`src/design/phy_pins_pkg.sv`:
```
// shared constants, types and register map for the phy pin block
package phy_pins_pkg;

	// ==========================================================
	// clocking
	localparam int SYS_CLK_HZ = 50_000_000;
	localparam int REF_CLK_HZ = 25_000_000;
	localparam int REF_DIV = SYS_CLK_HZ / REF_CLK_HZ;

	// ==========================================================
	// register port
	localparam int ADDR_W = 5;
	localparam int DATA_W = 16;
	localparam logic [4:0] PIN_STAT_IDX = 5'h11;
	localparam logic [4:0] CFG_IDX = 5'h12;
	localparam logic [4:0] GPO_A_IDX = 5'h1B;
	localparam logic [4:0] IRQ_STAT_IDX = 5'h1C;
	localparam logic [4:0] IRQ_MASK_IDX = 5'h1D;
	localparam logic [4:0] GPO_B_IDX = 5'h1F;

	// ==========================================================
	// field positions
	localparam int CFG_ADDR_LSB = 0;
	localparam int CFG_MODE_LSB = 5;
	localparam int CFG_MIISEL_BIT = 8;
	localparam int GPO_A_OUT0_BIT = 0;
	localparam int GPO_A_OUT1_BIT = 1;
	localparam int GPO_B_OUT2_BIT = 0;
	localparam int PST_LINK_BIT = 0;
	localparam int PST_SPEED_BIT = 1;
	localparam int PST_DUPLEX_BIT = 2;
	localparam int PST_CRS_BIT = 3;
	localparam int PST_REFSEL_BIT = 4;
	localparam int PST_MDC_BIT = 5;
	localparam int PST_MDIO_BIT = 6;

	// ==========================================================
	// events and reset values
	localparam int EV_W = 4;
	localparam int EV_LINK = 0;
	localparam int EV_SPEED = 1;
	localparam int EV_DUPLEX = 2;
	localparam int EV_REFSEL = 3;
	localparam logic [EV_W-1:0] IRQ_MASK_RST = 4'h0;
	localparam logic [2:0] GPO_RST = 3'h0;
	localparam logic LED_ACTIVE = 1'b1;

	// ==========================================================
	// types
	typedef enum logic {ST_CAPTURE, ST_RUN} start_e;

	typedef struct packed {
		logic speed_100;
		logic link_up;
		logic carrier;
		logic full_duplex;
	} phy_state_s;

	typedef struct packed {
		logic [4:0] addr;
		logic [2:0] mode;
		logic mii_sel;
	} strap_s;

endpackage

```
`src/design/phy_pins.sv`:
```
// status leds, straps, general purpose outputs and interrupt pin of the phy
// Functional notes
// - speed led active at 100 Mbit/s, inactive at 10 Mbit/s.
// - link led active while a 100 or 10 link is up.
// - activity led active while the active medium sublayer reports carrier.
// - duplex led active in full duplex, inactive in half duplex.
// - five address straps give the default management address, bits 0 to 4.
// - interrupt is open drain, pulled low when asserted, released otherwise.
// - external reset is active low; device held in reset while low.
// - device runs from a 25 MHz reference clock or crystal.
// - three general outputs driven from bits in registers 27 and 31.
// - general output 1 shares its pin with address strap bit 4.
// - management clock is an input; one two-way management data line.
// - carrier sense asserted when carrier detected; activity follows it.
//
// The register addresses and strobed register access were chosen for this implementation.
`timescale 1ns/100ps
module phy_pins #(
	parameter int DIV = phy_pins_pkg::REF_DIV
) (
	input wire logic clk_sys,
	input wire logic ext_reset_n,
	input wire logic [phy_pins_pkg::ADDR_W-1:0] reg_addr,
	input wire logic [phy_pins_pkg::DATA_W-1:0] reg_wdata,
	input wire logic reg_wr,
	input wire logic reg_rd,
	output logic [phy_pins_pkg::DATA_W-1:0] reg_rdata,
	input wire phy_pins_pkg::phy_state_s phy_state,
	input wire logic status_led_one_i,
	output logic status_led_one_o,
	output logic status_led_one_oe,
	input wire logic status_led_two_i,
	output logic status_led_two_o,
	output logic status_led_two_oe,
	input wire logic status_led_three_i,
	output logic status_led_three_o,
	output logic status_led_three_oe,
	input wire logic status_led_four_i,
	output logic status_led_four_o,
	output logic status_led_four_oe,
	input wire logic opmode_strap_bit0,
	input wire logic opmode_strap_bit1,
	input wire logic opmode_strap_bit2,
	input wire logic gp_out0_i,
	output logic gp_out0_o,
	output logic gp_out0_oe,
	input wire logic gp_out1_i,
	output logic gp_out1_o,
	output logic gp_out1_oe,
	output logic gp_out2,
	output logic irq_out_n_o,
	output logic irq_out_n_oe,
	input wire logic refclk_select,
	input wire logic mdc,
	input wire logic mdio_i,
	output logic mdio_o,
	output logic mdio_oe,
	output logic carrier_sense,
	output phy_pins_pkg::strap_s active_cfg
);
	import phy_pins_pkg::*;

	initial begin
		if (DIV < 1 || DIV * REF_CLK_HZ != SYS_CLK_HZ) begin
			$error("phy_pins: DIV must divide the system clock to the reference rate");
		end
	end

	// ==========================================================
	// reference rate enable
	logic ref_tick;

	ref_tick_gen #(
		.DIV(DIV)
	) u_tick (
		.clk_sys(clk_sys),
		.ext_reset_n(ext_reset_n),
		.tick(ref_tick)
	);

	// ==========================================================
	// start-up: straps then drive
	start_e state_q, state_d;
	strap_s strap_q, strap_d;
	strap_s cfg_q, cfg_d;
	logic drive_q, drive_d;

	// address decode shared by writes and reads
	function automatic logic hit(input logic [ADDR_W-1:0] a, input logic [4:0] idx);
		hit = (a == idx);
	endfunction

	// capture straps in the first cycle after reset release, pins still released
	always_comb begin
		state_d = state_q;
		strap_d = strap_q;
		cfg_d = cfg_q;
		drive_d = drive_q;
		case (state_q)
			ST_CAPTURE: begin
				strap_d.addr = {gp_out1_i, status_led_four_i, status_led_three_i,
					status_led_two_i, status_led_one_i};
				strap_d.mode = {opmode_strap_bit2, opmode_strap_bit1, opmode_strap_bit0};
				strap_d.mii_sel = gp_out0_i;
				cfg_d = strap_d;
				drive_d = 1'b1;
				state_d = ST_RUN;
			end
			default: begin
				if (reg_wr && hit(reg_addr, CFG_IDX)) begin
					cfg_d.addr = reg_wdata[CFG_ADDR_LSB +: 5];
					cfg_d.mode = reg_wdata[CFG_MODE_LSB +: 3];
				end
			end
		endcase
	end

	always_ff @(posedge clk_sys or negedge ext_reset_n) begin
		if (!ext_reset_n) begin
			state_q <= ST_CAPTURE;
			strap_q <= '0;
			cfg_q <= '0;
			drive_q <= 1'b0;
		end else begin
			state_q <= state_d;
			strap_q <= strap_d;
			cfg_q <= cfg_d;
			drive_q <= drive_d;
		end
	end

	// ==========================================================
	// status leds, updated at the reference rate
	logic [3:0] led_q, led_d;
	logic crs_q, crs_d;

	always_comb begin
		led_d = led_q;
		crs_d = crs_q;
		if (ref_tick) begin
			crs_d = phy_state.carrier;
			led_d[0] = phy_state.speed_100 ? LED_ACTIVE : ~LED_ACTIVE;
			led_d[1] = phy_state.link_up ? LED_ACTIVE : ~LED_ACTIVE;
			led_d[2] = phy_state.carrier ? LED_ACTIVE : ~LED_ACTIVE;
			led_d[3] = phy_state.full_duplex ? LED_ACTIVE : ~LED_ACTIVE;
		end
	end

	always_ff @(posedge clk_sys or negedge ext_reset_n) begin
		if (!ext_reset_n) begin
			led_q <= {4{~LED_ACTIVE}};
			crs_q <= 1'b0;
		end else begin
			led_q <= led_d;
			crs_q <= crs_d;
		end
	end

	// ==========================================================
	// general purpose outputs
	logic [2:0] gpo_q, gpo_d;

	always_comb begin
		gpo_d = gpo_q;
		if (reg_wr && hit(reg_addr, GPO_A_IDX)) begin
			gpo_d[0] = reg_wdata[GPO_A_OUT0_BIT];
			gpo_d[1] = reg_wdata[GPO_A_OUT1_BIT];
		end else if (reg_wr && hit(reg_addr, GPO_B_IDX)) begin
			gpo_d[2] = reg_wdata[GPO_B_OUT2_BIT];
		end
	end

	always_ff @(posedge clk_sys or negedge ext_reset_n) begin
		if (!ext_reset_n) begin
			gpo_q <= GPO_RST;
		end else begin
			gpo_q <= gpo_d;
		end
	end

	// ==========================================================
	// events, sticky status and mask
	phy_state_s prev_q;
	logic [EV_W-1:0] ev_stat_q, ev_stat_d, ev_mask_q, ev_mask_d;
	logic [EV_W-1:0] ev_set;
	logic irq_q, irq_d;

	// set beats a write-one clear in the same cycle
	always_comb begin
		ev_set = '0;
		ev_set[EV_LINK] = prev_q.link_up ^ phy_state.link_up;
		ev_set[EV_SPEED] = prev_q.speed_100 ^ phy_state.speed_100;
		ev_set[EV_DUPLEX] = prev_q.full_duplex ^ phy_state.full_duplex;
		ev_set[EV_REFSEL] = refclk_select;
		ev_stat_d = ev_stat_q;
		ev_mask_d = ev_mask_q;
		if (reg_wr && hit(reg_addr, IRQ_STAT_IDX)) begin
			ev_stat_d = ev_stat_q & ~reg_wdata[EV_W-1:0];
		end else if (reg_wr && hit(reg_addr, IRQ_MASK_IDX)) begin
			ev_mask_d = reg_wdata[EV_W-1:0];
		end
		ev_stat_d = ev_stat_d | ev_set;
		irq_d = |(ev_stat_q & ev_mask_q);
	end

	always_ff @(posedge clk_sys or negedge ext_reset_n) begin
		if (!ext_reset_n) begin
			prev_q <= '0;
			ev_stat_q <= '0;
			ev_mask_q <= IRQ_MASK_RST;
			irq_q <= 1'b0;
		end else begin
			prev_q <= phy_state;
			ev_stat_q <= ev_stat_d;
			ev_mask_q <= ev_mask_d;
			irq_q <= irq_d;
		end
	end

	// ==========================================================
	// register read port, data one cycle after the strobe
	logic [DATA_W-1:0] rdata_d, rdata_q;

	always_comb begin
		rdata_d = '0;
		if (reg_rd) begin
			if (hit(reg_addr, PIN_STAT_IDX)) begin
				rdata_d[PST_LINK_BIT] = phy_state.link_up;
				rdata_d[PST_SPEED_BIT] = phy_state.speed_100;
				rdata_d[PST_DUPLEX_BIT] = phy_state.full_duplex;
				rdata_d[PST_CRS_BIT] = crs_q;
				rdata_d[PST_REFSEL_BIT] = refclk_select;
				rdata_d[PST_MDC_BIT] = mdc;
				rdata_d[PST_MDIO_BIT] = mdio_i;
			end else if (hit(reg_addr, CFG_IDX)) begin
				rdata_d[CFG_ADDR_LSB +: 5] = cfg_q.addr;
				rdata_d[CFG_MODE_LSB +: 3] = cfg_q.mode;
				rdata_d[CFG_MIISEL_BIT] = strap_q.mii_sel;
			end else if (hit(reg_addr, GPO_A_IDX)) begin
				rdata_d[GPO_A_OUT0_BIT] = gpo_q[0];
				rdata_d[GPO_A_OUT1_BIT] = gpo_q[1];
			end else if (hit(reg_addr, GPO_B_IDX)) begin
				rdata_d[GPO_B_OUT2_BIT] = gpo_q[2];
			end else if (hit(reg_addr, IRQ_STAT_IDX)) begin
				rdata_d[EV_W-1:0] = ev_stat_q;
			end else if (hit(reg_addr, IRQ_MASK_IDX)) begin
				rdata_d[EV_W-1:0] = ev_mask_q;
			end
		end
	end

	always_ff @(posedge clk_sys or negedge ext_reset_n) begin
		if (!ext_reset_n) begin
			rdata_q <= '0;
		end else begin
			rdata_q <= rdata_d;
		end
	end

	// ==========================================================
	// pin drivers, all from flops or constants
	// pins released until straps taken
	assign status_led_one_o = led_q[0];
	assign status_led_two_o = led_q[1];
	assign status_led_three_o = led_q[2];
	assign status_led_four_o = led_q[3];
	assign status_led_one_oe = drive_q;
	assign status_led_two_oe = drive_q;
	assign status_led_three_oe = drive_q;
	assign status_led_four_oe = drive_q;
	assign gp_out1_o = gpo_q[1];
	assign gp_out1_oe = drive_q;
	assign gp_out0_o = gpo_q[0];
	assign gp_out0_oe = drive_q;
	assign gp_out2 = gpo_q[2];
	assign irq_out_n_o = 1'b0;
	assign irq_out_n_oe = irq_q;
	// frame engine lives elsewhere; data line left released here
	assign mdio_o = 1'b0;
	assign mdio_oe = 1'b0;
	assign carrier_sense = crs_q;
	assign active_cfg = cfg_q;
	assign reg_rdata = rdata_q;
endmodule

```
`src/design/ref_tick_gen.sv`:
```
// divider giving a one-cycle enable at the reference rate
`timescale 1ns/100ps
module ref_tick_gen #(
	parameter int DIV = 2
) (
	input wire logic clk_sys,
	input wire logic ext_reset_n,
	output logic tick
);
	localparam int CW = (DIV > 1) ? $clog2(DIV) : 1;

	logic [CW-1:0] cnt_q, cnt_d;
	logic tick_d;

	initial begin
		if (DIV < 1) begin
			$error("ref_tick_gen: DIV must be at least one");
		end
	end

	// wrap counter, pulse on wrap
	always_comb begin
		tick_d = (cnt_q == CW'(DIV - 1));
		cnt_d = tick_d ? '0 : cnt_q + 1'b1;
	end

	always_ff @(posedge clk_sys or negedge ext_reset_n) begin
		if (!ext_reset_n) begin
			cnt_q <= '0;
			tick <= 1'b0;
		end else begin
			cnt_q <= cnt_d;
			tick <= tick_d;
		end
	end
endmodule

```
`config.mk`:
```
export PLATFORM = sky130hd
export DESIGN_NAME = phy_pins
export DESIGN_NICKNAME = d
export VERILOG_FILES = /design/src/design/phy_pins_pkg.sv /design/src/design/phy_pins.sv /design/src/design/ref_tick_gen.sv
export SDC_FILE = /design/constraint.sdc
export NUM_CORES = 1
export LEC_CHECK = 0
export ABC_AREA = 1
export BUFFER_PORTS_ARGS = -buffer_cell sky130_fd_sc_hd__buf_4
export CAP_MARGIN = 20
export CORE_MARGIN = 5
export CORE_UTILIZATION = 30
export CTS_BUF_LIST = sky130_fd_sc_hd__clkbuf_8
export DETAILED_ROUTE_END_ITERATION = 10
export SETUP_SLACK_MARGIN = 0.02
export SYNTH_ARGS = -nofsm -noshare
export SYNTH_HDL_FRONTEND = slang
export SYNTH_SLANG_ARGS = --single-unit
```
`constraint.sdc`:
```
create_clock -name clk_sys -period 2.03 [get_ports clk_sys]
set_input_delay 0.1015 -clock clk_sys [delete_from_list [all_inputs] [get_ports clk_sys]]
set_output_delay 0.1015 -clock clk_sys [all_outputs]
set_load 0.005 [all_outputs]
```
### Word-level counts from Yosys, hierarchy flattened

Index checks and enable logic that the tools add are counted.

| storage, ports and cells | value |
|---|---|
| logic and storage cells | 62 |
| input bits | 41 |
| register bits after elaboration | 42 |
| output and inout bits | 43 |

| cells by class | value |
|---|---|
| reductions and logical operators | 8 |
| mux-type cells | 19 |
| add/subtract/negate cells | 1 |
| bitwise operators | 9 |
| equal/unequal tests | 7 |

Operators by type and width:

| kind | number |
|---|---|
| $eq A5 B5 Y1 const B | 6 |
| $mux W4 | 4 |
| $mux W8 | 2 |
| $mux W9 | 1 |
| $and A4 B4 Y4 | 2 |
| $mux W7 | 1 |
| $mux W1 | 6 |
| $mux W2 | 3 |
| $logic_and A1 B1 Y1 | 5 |
| $mux W5 | 1 |
| $not A4 Y4 | 1 |
| $or A4 B4 Y4 | 1 |
| $reduce_and A2 Y1 | 2 |
| $reduce_or A4 Y1 | 1 |
| $mux W3 | 1 |
| $xor A1 B1 Y1 | 3 |
| $ne A2 B1 Y1 const B | 1 |
| $not A1 Y1 | 2 |
| $add A1 B1 Y1 const B | 1 |

### Depth between registers and ports, before layout

Gate-level depths: netlist (run 1).

| depth | value |
|---|---|
| word-level depth | 8 |
| depth in mapped cells | 8 |
| mapped depth without buffers | 8 |

### Modules after synthesis

From an unflattened synthesis (run 1), not the netlist that was laid out.

| unflattened totals | value |
|---|---|
| cell total of the unflattened synthesis | 209 |
| area, all modules | 1971.9 um^2 |

By module, submodules not included:

| module | times used | area each (um^2) | sequential area each (um^2) | cells an instance |
|---|---|---|---|---|
| phy_pins | 1 | 1918.1 | 975.9 | 206 |
| ref_tick_gen | 1 | 53.8 | 50.0 | 3 |

### Worst setup path after synthesis (run 1)

Ideal clock, no wire load.

| timing | value |
|---|---|
| path type | reg2reg |
| start | reg state_q |
| end | reg cfg_q, in the netlist active_cfg[5] |
| data arrival time | 0.885 ns |
| slack | 1.021 ns |
| buffers on the path | 1 |
| stages on the path, launching flop included | 5 |
| period minus slack after synthesis | 1.009 ns |
| library setup time | 0.123 ns |
| data required time | 1.907 ns |
| path through | dfrtp_1 inv_1 nor2_2 buf_6 o21ai_2 |

| on the way | value |
|---|---|
| cells in the longest elaborated chain, start to end | 1 |
| elaborated cells between the ends (all ways) | 2 |
| those cells by class | eq/ne: 1; mux: 1 |

Ends and longest elaborated chain:

| what | RTL line | RTL |
|---|---|---|
| start, declared | phy_pins.sv:83 | `start_e state_q, state_d;` |
| start signal, assigned | phy_pins.sv:125 | `state_q <= state_d;` |
| $ne A2 B1 Y1 (no source line) / $mux W8 (equally long branches) | -- |  |
| end signal, assigned | phy_pins.sv:127 | `cfg_q <= cfg_d;` |
| end, declared | phy_pins.sv:85 | `strap_s cfg_q, cfg_d;` |

Several ways; a longest one is shown, not always the timed one.
A chain may end at the register's enable or synchronous reset.

### Worst setup path after layout (run 1)

| timing | value |
|---|---|
| start | reg state_q |
| end | reg cfg_q, in the netlist active_cfg[4] |

The elaborated chain is that of the path after synthesis.

==> flow_metrics.env, run 1 <==
export IMPL_status="complete, no violations"
export IMPL_hold_end="ev_stat_q[3]$_DFF_PN0_"
export IMPL_slew_violations=0
export IMPL_rows=29
export IMPL_antenna_found_initial=0
export IMPL_clkPwrFrac_pct=29.9
export IMPL_drive_gt1_share_pct=33.45
export IMPL_met3_usage_pct=5.833
export IMPL_power_density_nw_per_um2=673.2
export IMPL_wl_per_cell_um=12.35
export IMPL_nets=322
export IMPL_worstPathRequired_ns=2.25
export IMPL_busiest_layer="met2"
export IMPL_portBuffers=65
export IMPL_dieWidth_um=90.79
export IMPL_synth_edf_count=0
export IMPL_core_area_um2=6350
export IMPL_cts_sinks=41
export IMPL_root_buffer="clkbuf_8"
export IMPL_die_h_um=90.79
export IMPL_grt_overflow=0
export IMPL_synthArstFlopShare_pct=100.0
export IMPL_clock_tree_buffer_depth=2
export IMPL_min_period_over_period_pct=71.11
export IMPL_worstReg2RegEnd="active_cfg[4]$_DFFE_PN0P_"
export IMPL_place_gp_congestion=0.8562
export IMPL_p_leak_uw=0.001348
export IMPL_route_detailed_drc=0
export IMPL_grt_pass1_vias=1641
export IMPL_r2r_start="state_q$_DFF_PN0_"
export IMPL_avgViaCountPerCell=4.372
export IMPL_dpl_hpwl_um=3419
export IMPL_yosysWarnings=0
export IMPL_syn_area_um2=1958
export IMPL_reg2reg_slack_ns=0.59
export IMPL_intPower_uw=1299
export IMPL_grt_start_max_net_pins=42
export IMPL_ir_drop_mv=0.3100
export IMPL_max_slew_margin_pct=39.55
export IMPL_path_max_fanout=16
export IMPL_worstMarginPinSlew_ns=0.9058
export IMPL_yosys_most_used_dff="dfrtp_1"
export IMPL_timing_worst_setup_path_type="reg2reg"
export IMPL_syn_inst=212
export IMPL_p_sw_share_pct=25.29
export IMPL_dieArea_um2=8243
export IMPL_htreeDepth=2
export IMPL_synthTopCellsByCount="dfrtp_1, nand2_1, inv_1, o21ai_0, nor2_1"
export IMPL_hold_viol_final=0
export IMPL_initial_core_util_pct=30.84
export IMPL_r2r_cells=4
export IMPL_drt_wl_total_um=4420
export IMPL_synthMostInstantiatedCell="dfrtp_1"
export IMPL_grt_total_usage_pct=11.12
export IMPL_seqPwrFrac_pct=53.2
export IMPL_diodes=0
export IMPL_setup_tns_ns=0
export IMPL_syn_avg_cell_area_um2=9.236
export IMPL_drt_iter0_markers=85
export IMPL_ant_nets=0
export IMPL_grt_use_met1_pct=13.23
export IMPL_crit_arrival_ns=1.66
export IMPL_whs_path_depth=2
export IMPL_cap_violations=0
export IMPL_grt_setup_unrepaired="no"
export IMPL_worst_setup_path_end_kind="flip-flop"
export IMPL_period_minus_slack_ns=1.443
export IMPL_hold_start="refclk_select"
export IMPL_netlist_area_leader_share_pct=52.40
export IMPL_vias=1565
export IMPL_synth_area_top_cells="dfrtp_1, nand2_1, buf_4, o21ai_0, inv_1"
export IMPL_met2_usage_pct=17.49
export IMPL_clock_skew_ns=0.003786
export IMPL_fmax_ghz=0.6928
export IMPL_drtPass1Iterations=4
export IMPL_fin_cells=358
export IMPL_synth_seq_cells=41
export IMPL_post_synth_top_area_cell="dfrtp_1"
export IMPL_path_clk_slew_ns=0.07
export IMPL_p_sw_uw=440.0
export IMPL_holdCritPathClass="in2reg"
export IMPL_worst_setup_path_start_kind="flip-flop"
export IMPL_yosysSeqAreaShare_pct=52.40
export IMPL_cts_made_buffers=5
export IMPL_grt_first_pass_wirelength_um=7479
export IMPL_comb_power_share_pct=16.9
export IMPL_cts_tree="built"
export IMPL_finalSetupViolCount=0
export IMPL_syn_to_final_growth_pct=31.95
export IMPL_dp_cells=346
export IMPL_clk_latency_ns=0.29
export IMPL_yosysUniqueCellTypes=24
export IMPL_ioPinCount=84
per-layer routing:
metal  part of all wire (%)  wire [µm]
met5                      0          0
met4                    1.3         58
met3                     11        470
met2                     46       2048
met1                     42       1843
metrics by stage:
stage / hold WS [ns] / utilization (%) / instance area [µm²] / total power, µW / setup slack, ns
final: 0.02602 / 40.69 / 2584 / 1739 / 0.5865
after floorplan: -0.1941 / - / 1992 / 1075 / 1.021
after CTS: 0.01507 / 40.69 / 2584 / 1775 / 0.5676
after global routing: 0.01976 / 40.69 / 2584 / 1850 / 0.4017
after global placement: 0.1181 / 38.54 / 2447 / 1231 / 0.5542
after detailed placement: 0.1210 / 38.54 / 2447 / 1236 / 0.5382
worst max path at each step:
stage,start,end,slack [ns],cells after the start
floorplan,state_q$_DFF_PN0_,active_cfg[5]$_DFFE_PN0P_,1.02,4
global placement,reg_addr[1],active_cfg[7]$_DFFE_PN0P_,0.55,8
detailed placement,reg_addr[1],active_cfg[2]$_DFFE_PN0P_,0.54,8
CTS,state_q$_DFF_PN0_,active_cfg[5]$_DFFE_PN0P_,0.57,4
global route,state_q$_DFF_PN0_,active_cfg[5]$_DFFE_PN0P_,0.40,4
finish,state_q$_DFF_PN0_,active_cfg[4]$_DFFE_PN0P_,0.59,4
sequential cells by signal (all words and copies together), names as in the netlist, 3 cells and up:
name	flops
active_cfg	9
ev_mask_q	4
ev_stat_q	4
gpo_q	3
led_q	4
prev_q	3
reg_rdata	9
cells by family (layout without fill, tap and decap cells):
family                 after synthesis  after routing  synth area share (%)
buffers and inverters               40            100                 11.18
AO/OA/AOI/OAI                       32             32                 9.841
XOR/XNOR                             3              3                 1.342
flip-flops                          41             41                 52.40
other                                2             11                0.3835
multiplexers                        10             10                 5.367
AND/OR/NAND/NOR                     84             84                 19.49
layout make-up:
cell class	count	area (µm²)
Multi-Input combinational cell	140	747.0
Inverter	22	82.58
Clock inverter	1	3.754
Sequential cell	41	1026
Timing Repair Buffer	71	545.5
Clock buffer	6	82.58
Tap cell	77	96.34
Fill cell	656	3766
worst max-delay path, stage by stage, from the launching register on:
cell     delay (ns)
dfrtp_1        0.35
inv_1          0.08
nor2_2         0.71
nand2_1        0.14
o21ai_2        0.09
layout by cell type, fill, tap and decap left out, types with 4 or more instances in the layout:
cell type      count
inv_1             23
nor3_1             4
dlygate4sd3_1      5
mux2i_1            6
conb_1            11
nand2_1           39
mux2_2             4
clkbuf_8           6
o21ai_0           20
buf_4             66
nand3_1           12
o21ai_2            8
nor2_1            18
dfrtp_1           41
what timing repair did:
action	CTS	global route
hold buffers	5	0
endpoints found under the hold margin	45	0
resized for setup	0	0
setup buffers	0	0
power by group through the flow:
stage | registers (µW) | clock network [µW] | logic (µW)
after floorplan | 939 | 0 | 136
after global placement | 943 | 0 | 289
after detailed placement | 942 | 0 | 294
after CTS | 926 | 547 | 302
after global routing | 936 | 584 | 331
final | 925 | 520 | 294
Note: power is estimated with default switching activity, not from simulation.
==> run 2: changes to the inputs <==
clock period = 1.2 ns   (was 2.03 ns; I/O delays follow)
==> run 2 against run 1 <==
Effect of this change:
- register-to-register slack lost 0.42 ns
- cell count grew 3.4%
- routed wire length grew 5.7%
- global-route usage grew 0.82 points
- sequential share of layout area shrank 1.7 points
- utilization grew 1.8 points
- first-iteration DRC count shrank 32%
- clock power grew 73%
- count of clock-buffer cells in the layout is the same
- via count grew 2.1%
==> flow_metrics.env, run 2 (same netlist as run 1, synthesis figures left out) <==
export IMPL_timing_worst_setup_path_type="reg2reg"
export IMPL_cts_tree="built"
export IMPL_setup_ws_ns=0.1703
export IMPL_holdCritPathClass="in2reg"
export IMPL_worstMarginPinSlew_ns=0.5101
export IMPL_crit_chain="buf_4, o21ai_0, o21ai_2"
export IMPL_reg2reg_slack_ns=0.17
export IMPL_fillers=651
export IMPL_root_buffer="clkbuf_8"
export IMPL_drtPass1Iterations=4
export IMPL_initial_core_util_pct=30.84
export IMPL_cts_made_buffers=5
export IMPL_r2r_cells=3
export IMPL_hold_viol_final=0
export IMPL_rows=29
export IMPL_path_buf_inv=1
export IMPL_dpl_worst_slack_ns=-0.2239
export IMPL_htreeDepth=2
export IMPL_power_density_nw_per_um2=1113
export IMPL_p_leak_uw=0.001406
export IMPL_cp_num_cells=3
export IMPL_crit_arrival_ns=1.20
export IMPL_place_area_um2=2500
export IMPL_period_minus_slack_ns=1.030
export IMPL_drive_gt1_share_pct=35.84
export IMPL_path_clk_slew_ns=0.07
export IMPL_clock_skew_ns=0.003356
export IMPL_worst_setup_path_start_kind="flip-flop"
export IMPL_hold_start="mdio_i"
export IMPL_grt_first_pass_wirelength_um=8052
export IMPL_fmax_ghz=0.9711
export IMPL_antenna_found_initial=0
export IMPL_grt_total_usage_pct=11.93
export IMPL_setup_tns_ns=0
export IMPL_avgViaCountPerCell=4.319
export IMPL_route_detailed_drc=0
export IMPL_critPathSlowestCell="dfrtp_1"
export IMPL_worstReg2RegEnd="active_cfg[5]$_DFFE_PN0P_"
export IMPL_final_common_cell="buf_4"
export IMPL_ir_drop_mv=0.5061
export IMPL_finalSetupViolCount=0
export IMPL_wl_per_cell_um=12.62
export IMPL_max_slew_margin_pct=65.99
export IMPL_drt_wl_total_um=4670
export IMPL_dieArea_um2=8243
export IMPL_path_max_fanout=11
export IMPL_diodes=0
export IMPL_grt_start_max_net_pins=42
export IMPL_r2r_start="state_q$_DFF_PN0_"
export IMPL_grt_pass1_vias=1725
export IMPL_min_period_over_period_pct=85.81
export IMPL_die_h_um=90.79
export IMPL_ant_nets=0
export IMPL_portBuffers=65
export IMPL_hold_end="reg_rdata[6]$_DFF_PN0_"
export IMPL_vias=1598
export IMPL_slew_violations=0
export IMPL_dieWidth_um=90.79
export IMPL_grt_overflow=0
export IMPL_clock_tree_buffer_depth=2
export IMPL_syn_to_final_growth_pct=37.89
export IMPL_cts_sinks=41
export IMPL_worst_setup_path_end_kind="flip-flop"
export IMPL_stdcell_area_um2=2700
export IMPL_dpl_hpwl_um=3654
export IMPL_whs_path_depth=3
export IMPL_critPathTopFamily="flip-flops"
export IMPL_cap_violations=0
export IMPL_place_gp_congestion=0.8656
export IMPL_worst_hold_slack_ns=0.03036
export IMPL_grt_setup_unrepaired="no"
export IMPL_cpPeakStageDelay_ns=0.38
export IMPL_ioPinCount=84
export IMPL_status="complete, no violations"
export IMPL_nets=334
export IMPL_layout_common_cells="buf_4, dfrtp_1, nand2_1"
export IMPL_drt_iter0_markers=58
export IMPL_clk_latency_ns=0.29
export IMPL_worstPathRequired_ns=1.37
export IMPL_core_area_um2=6350
-- run 2: cell count changes in the layout (fill, tap and decap cells not counted), sizes merged --
cell         delta
buf            +10
clkinvlp        +1
dlygate4sd3     +2
inv             -1
-- run 2: routing by layer --
| metal | wire [µm] | GRT usage, % |
|---|---|---|
| met1 | 1967 | 15.11 |
| met2 | 2242 | 18.89 |
| met4 | 59 | 3.301 |
| met3 | 400 | 4.750 |
| met5 | 0 | 0 |
-- run 2: worst register-to-register path, cell delays in order, from the launching register on --
cell and delay (ns):
dfrtp_1 0.38, buf_4 0.19, o21ai_0 0.26, o21ai_2 0.09
-- run 2: what timing repair did --
action,CTS,global route
gates resized for setup,1,0
hold buffers,7,0
endpoints found under the hold margin,47,0
endpoints found under the setup margin,8,6
pin swaps,0,1
buffers inserted,0,3
-- run 2: area by class of cell --
| type | count | area [µm²] | share of cell area, % |
|---|---|---|---|
| clock buffers | 6 | 82.58 | 3.058 |
| repair buffers | 83 | 653.1 | 24.19 |
| inverters | 22 | 82.58 | 3.058 |
| clock inverters | 1 | 7.507 | 0.2780 |
| flip-flops and latches | 41 | 1026 | 38.00 |
| well taps | 77 | 96.34 | 3.568 |
| multi-input cells | 140 | 752.0 | 27.85 |
-- run 2: worst max-delay path by stage --
stage / start / endpoint / slack (ns)
floorplan: state_q$_DFF_PN0_ / active_cfg[5]$_DFFE_PN0P_ / 0.19
global placement: reg_addr[4] / active_cfg[1]$_DFFE_PN0P_ / -0.19
detailed placement: reg_addr[4] / active_cfg[5]$_DFFE_PN0P_ / -0.22
CTS: state_q$_DFF_PN0_ / active_cfg[5]$_DFFE_PN0P_ / 0.04
global route: state_q$_DFF_PN0_ / active_cfg[5]$_DFFE_PN0P_ / 0.09
finish: state_q$_DFF_PN0_ / active_cfg[5]$_DFFE_PN0P_ / 0.17
-- run 2: through the flow --
step                util (%)  cells  total power [µW]
CTS                    41.97    367              3049
global route           42.52    370              3185
finish                 42.52    370              3007
detailed placement     39.37    353              2116
global placement       39.37    353              2103
floorplan                  -    221              1819
-- run 2: report_power, final --
| part | internal [µW] | switching, µW | leakage [µW] | total, µW |
|---|---|---|---|---|
| Combinational | 292 | 246 | 0.000865 | 539 |
| Clock | 454 | 446 | 0.0000433 | 900 |
| Sequential | 1490 | 79.8 | 0.000497 | 1570 |
==> run 3: changes to the inputs <==
CORE_MARGIN = not set   (was 5)
==> run 3 against run 2 <==
Effect of this change:
- flip-flop and latch count is the same
- total power fell by 0.37%
- critical endpoint unchanged
- sequential share of layout area increased by 0.27 points
- largest power group unchanged
- critical path type unchanged
==> flow_metrics.env, run 3 (same netlist as run 1, synthesis figures left out) <==
export IMPL_rows=29
export IMPL_worst_setup_path_start_kind="flip-flop"
export IMPL_worstMarginPinSlew_ns=0.5267
export IMPL_fillers=673
export IMPL_clock_skew_ns=0.01033
export IMPL_core_area_um2=6314
export IMPL_vias=1610
export IMPL_p_leak_uw=0.001397
export IMPL_slew_violations=0
export IMPL_drive_gt1_share_pct=35.62
export IMPL_grt_overflow=0
export IMPL_ir_drop_mv=0.5970
export IMPL_clkPwrFrac_pct=29.8
export IMPL_nets=332
export IMPL_ioPinCount=84
export IMPL_grt_total_usage_pct=13.91
export IMPL_cts_made_buffers=5
export IMPL_setup_tns_ns=0
export IMPL_root_buffer="clkbuf_8"
export IMPL_dieArea_um2=6854
export IMPL_dp_cells=353
export IMPL_layout_common_cells="buf_4, dfrtp_1, nand2_1"
export IMPL_dpl_hpwl_um=3325
export IMPL_p_sw_uw=818.6
export IMPL_grt_setup_unrepaired="no"
export IMPL_holdCritPathClass="in2reg"
export IMPL_hold_viol_final=0
export IMPL_drt_wl_total_um=4422
export IMPL_grt_start_max_net_pins=42
export IMPL_min_period_over_period_pct=86.10
export IMPL_place_gp_congestion=0.7704
export IMPL_initial_core_util_pct=31.01
export IMPL_clock_tree_buffer_depth=2
export IMPL_antenna_found_initial=0
export IMPL_route_detailed_drc=0
export IMPL_p_total_uw=2995
export IMPL_intPower_uw=2177
export IMPL_portBuffers=65
export IMPL_fin_cells=369
export IMPL_cap_violations=0
export IMPL_diodes=0
export IMPL_finalSetupViolCount=0
export IMPL_max_slew_margin_pct=64.89
export IMPL_final_common_cell="buf_4"
export IMPL_ant_nets=0
export IMPL_period_minus_slack_ns=1.033
export IMPL_htreeDepth=2
export IMPL_crit_arrival_ns=1.21
export IMPL_cts_tree="built"
export IMPL_clk_latency_ns=0.29
export IMPL_syn_to_final_growth_pct=36.93
export IMPL_timing_worst_setup_path_type="reg2reg"
export IMPL_p_sw_share_pct=27.33
export IMPL_comb_power_share_pct=17.8
export IMPL_dieWidth_um=82.79
export IMPL_drt_iter0_markers=76
export IMPL_seqPwrFrac_pct=52.4
export IMPL_grt_pass1_vias=1625
export IMPL_fmax_ghz=0.9679
export IMPL_path_clk_slew_ns=0.08
export IMPL_die_h_um=82.79
export IMPL_avgViaCountPerCell=4.363
export IMPL_status="complete, no violations"
export IMPL_worstPathRequired_ns=1.37
export IMPL_cts_sinks=41
export IMPL_grt_first_pass_wirelength_um=7134
export IMPL_wl_per_cell_um=11.98
export IMPL_power_density_nw_per_um2=1117
export IMPL_path_max_fanout=11
export IMPL_worst_setup_path_end_kind="flip-flop"
export IMPL_drtPass1Iterations=4
## run 3: path summary, 6_finish.rpt
| check | from | to | slack [ns] | cells after the start |
|---|---|---|---|---|
| worst max-delay path | state_q$_DFF_PN0_ | active_cfg[5]$_DFFE_PN0P_ | 0.17 | 3 |
| worst min-delay path | mdc | reg_rdata[5]$_DFF_PN0_ | 0.03 | 3 |
| worst max register to register | state_q$_DFF_PN0_ | active_cfg[5]$_DFFE_PN0P_ | 0.17 | 3 |
| worst min register to register | u_tick.cnt_q$_DFF_PN0_ | u_tick.tick$_DFF_PN0_ | 0.38 | 0 |
| max in group asynchronous | ext_reset_n | reg_rdata[5]$_DFF_PN0_ | 0.55 | 2 |
| min in group asynchronous | ext_reset_n | ev_mask_q[2]$_DFFE_PN0P_ | 0.28 | 2 |
## run 3: per-stage QoR
stage	setup slack (ns)	hold WS, ns	util [%]	area (µm²)
after CTS	0.03783	0.02617	42.15	2661
after floorplan	0.1912	-0.2356	-	1992
after global routing	0.07994	0.03778	42.47	2681
final	0.1668	0.02909	42.47	2681
after detailed placement	-0.2325	0.08061	39.60	2500
after global placement	-0.1864	0.07801	39.60	2500
## run 3: routing by layer
metal	wire, µm	track usage [%]	share of wire (%)
met1	1990	17.28	45
met2	2085	23.11	47
met3	302	4.372	6.8
met4	44	3.966	1.0
met5	0	0	0
## run 3: power groups by stage
stage / registers (µW) / clock network, µW / logic [µW]
after floorplan: 1590 / 0 / 231
after global placement: 1600 / 0 / 503
after detailed placement: 1600 / 0 / 514
after CTS: 1570 / 910 / 535
after global routing: 1580 / 982 / 607
final: 1570 / 893 / 533
## run 3: area by class of cell
class                           count  area, µm²  share of cell area, %
Sequential cell                    41       1026                  38.26
Multi-Input combinational cell    140      752.0                  28.04
Timing Repair Buffer               81      638.1                  23.80
Tap cell                           77      96.34                  3.593
Inverter                           22      82.58                  3.080
Clock buffer                        5      68.82                  2.566
Clock inverter                      3      17.52                 0.6533
## run 3: worst max-delay path, cell delays in order, from the launching register on
cell and delay (ns):
dfrtp_1 0.38, buf_4 0.18, o21ai_0 0.26, o21ai_2 0.09
## run 3: repair_timing
action,4_1_cts,5_1_grt
gates resized for setup,1,0
setup endpoints to repair,8,3
setup buffers,0,1
hold endpoints to repair,47,0
pin swaps,0,1
gates cloned,0,0
hold buffers,7,0
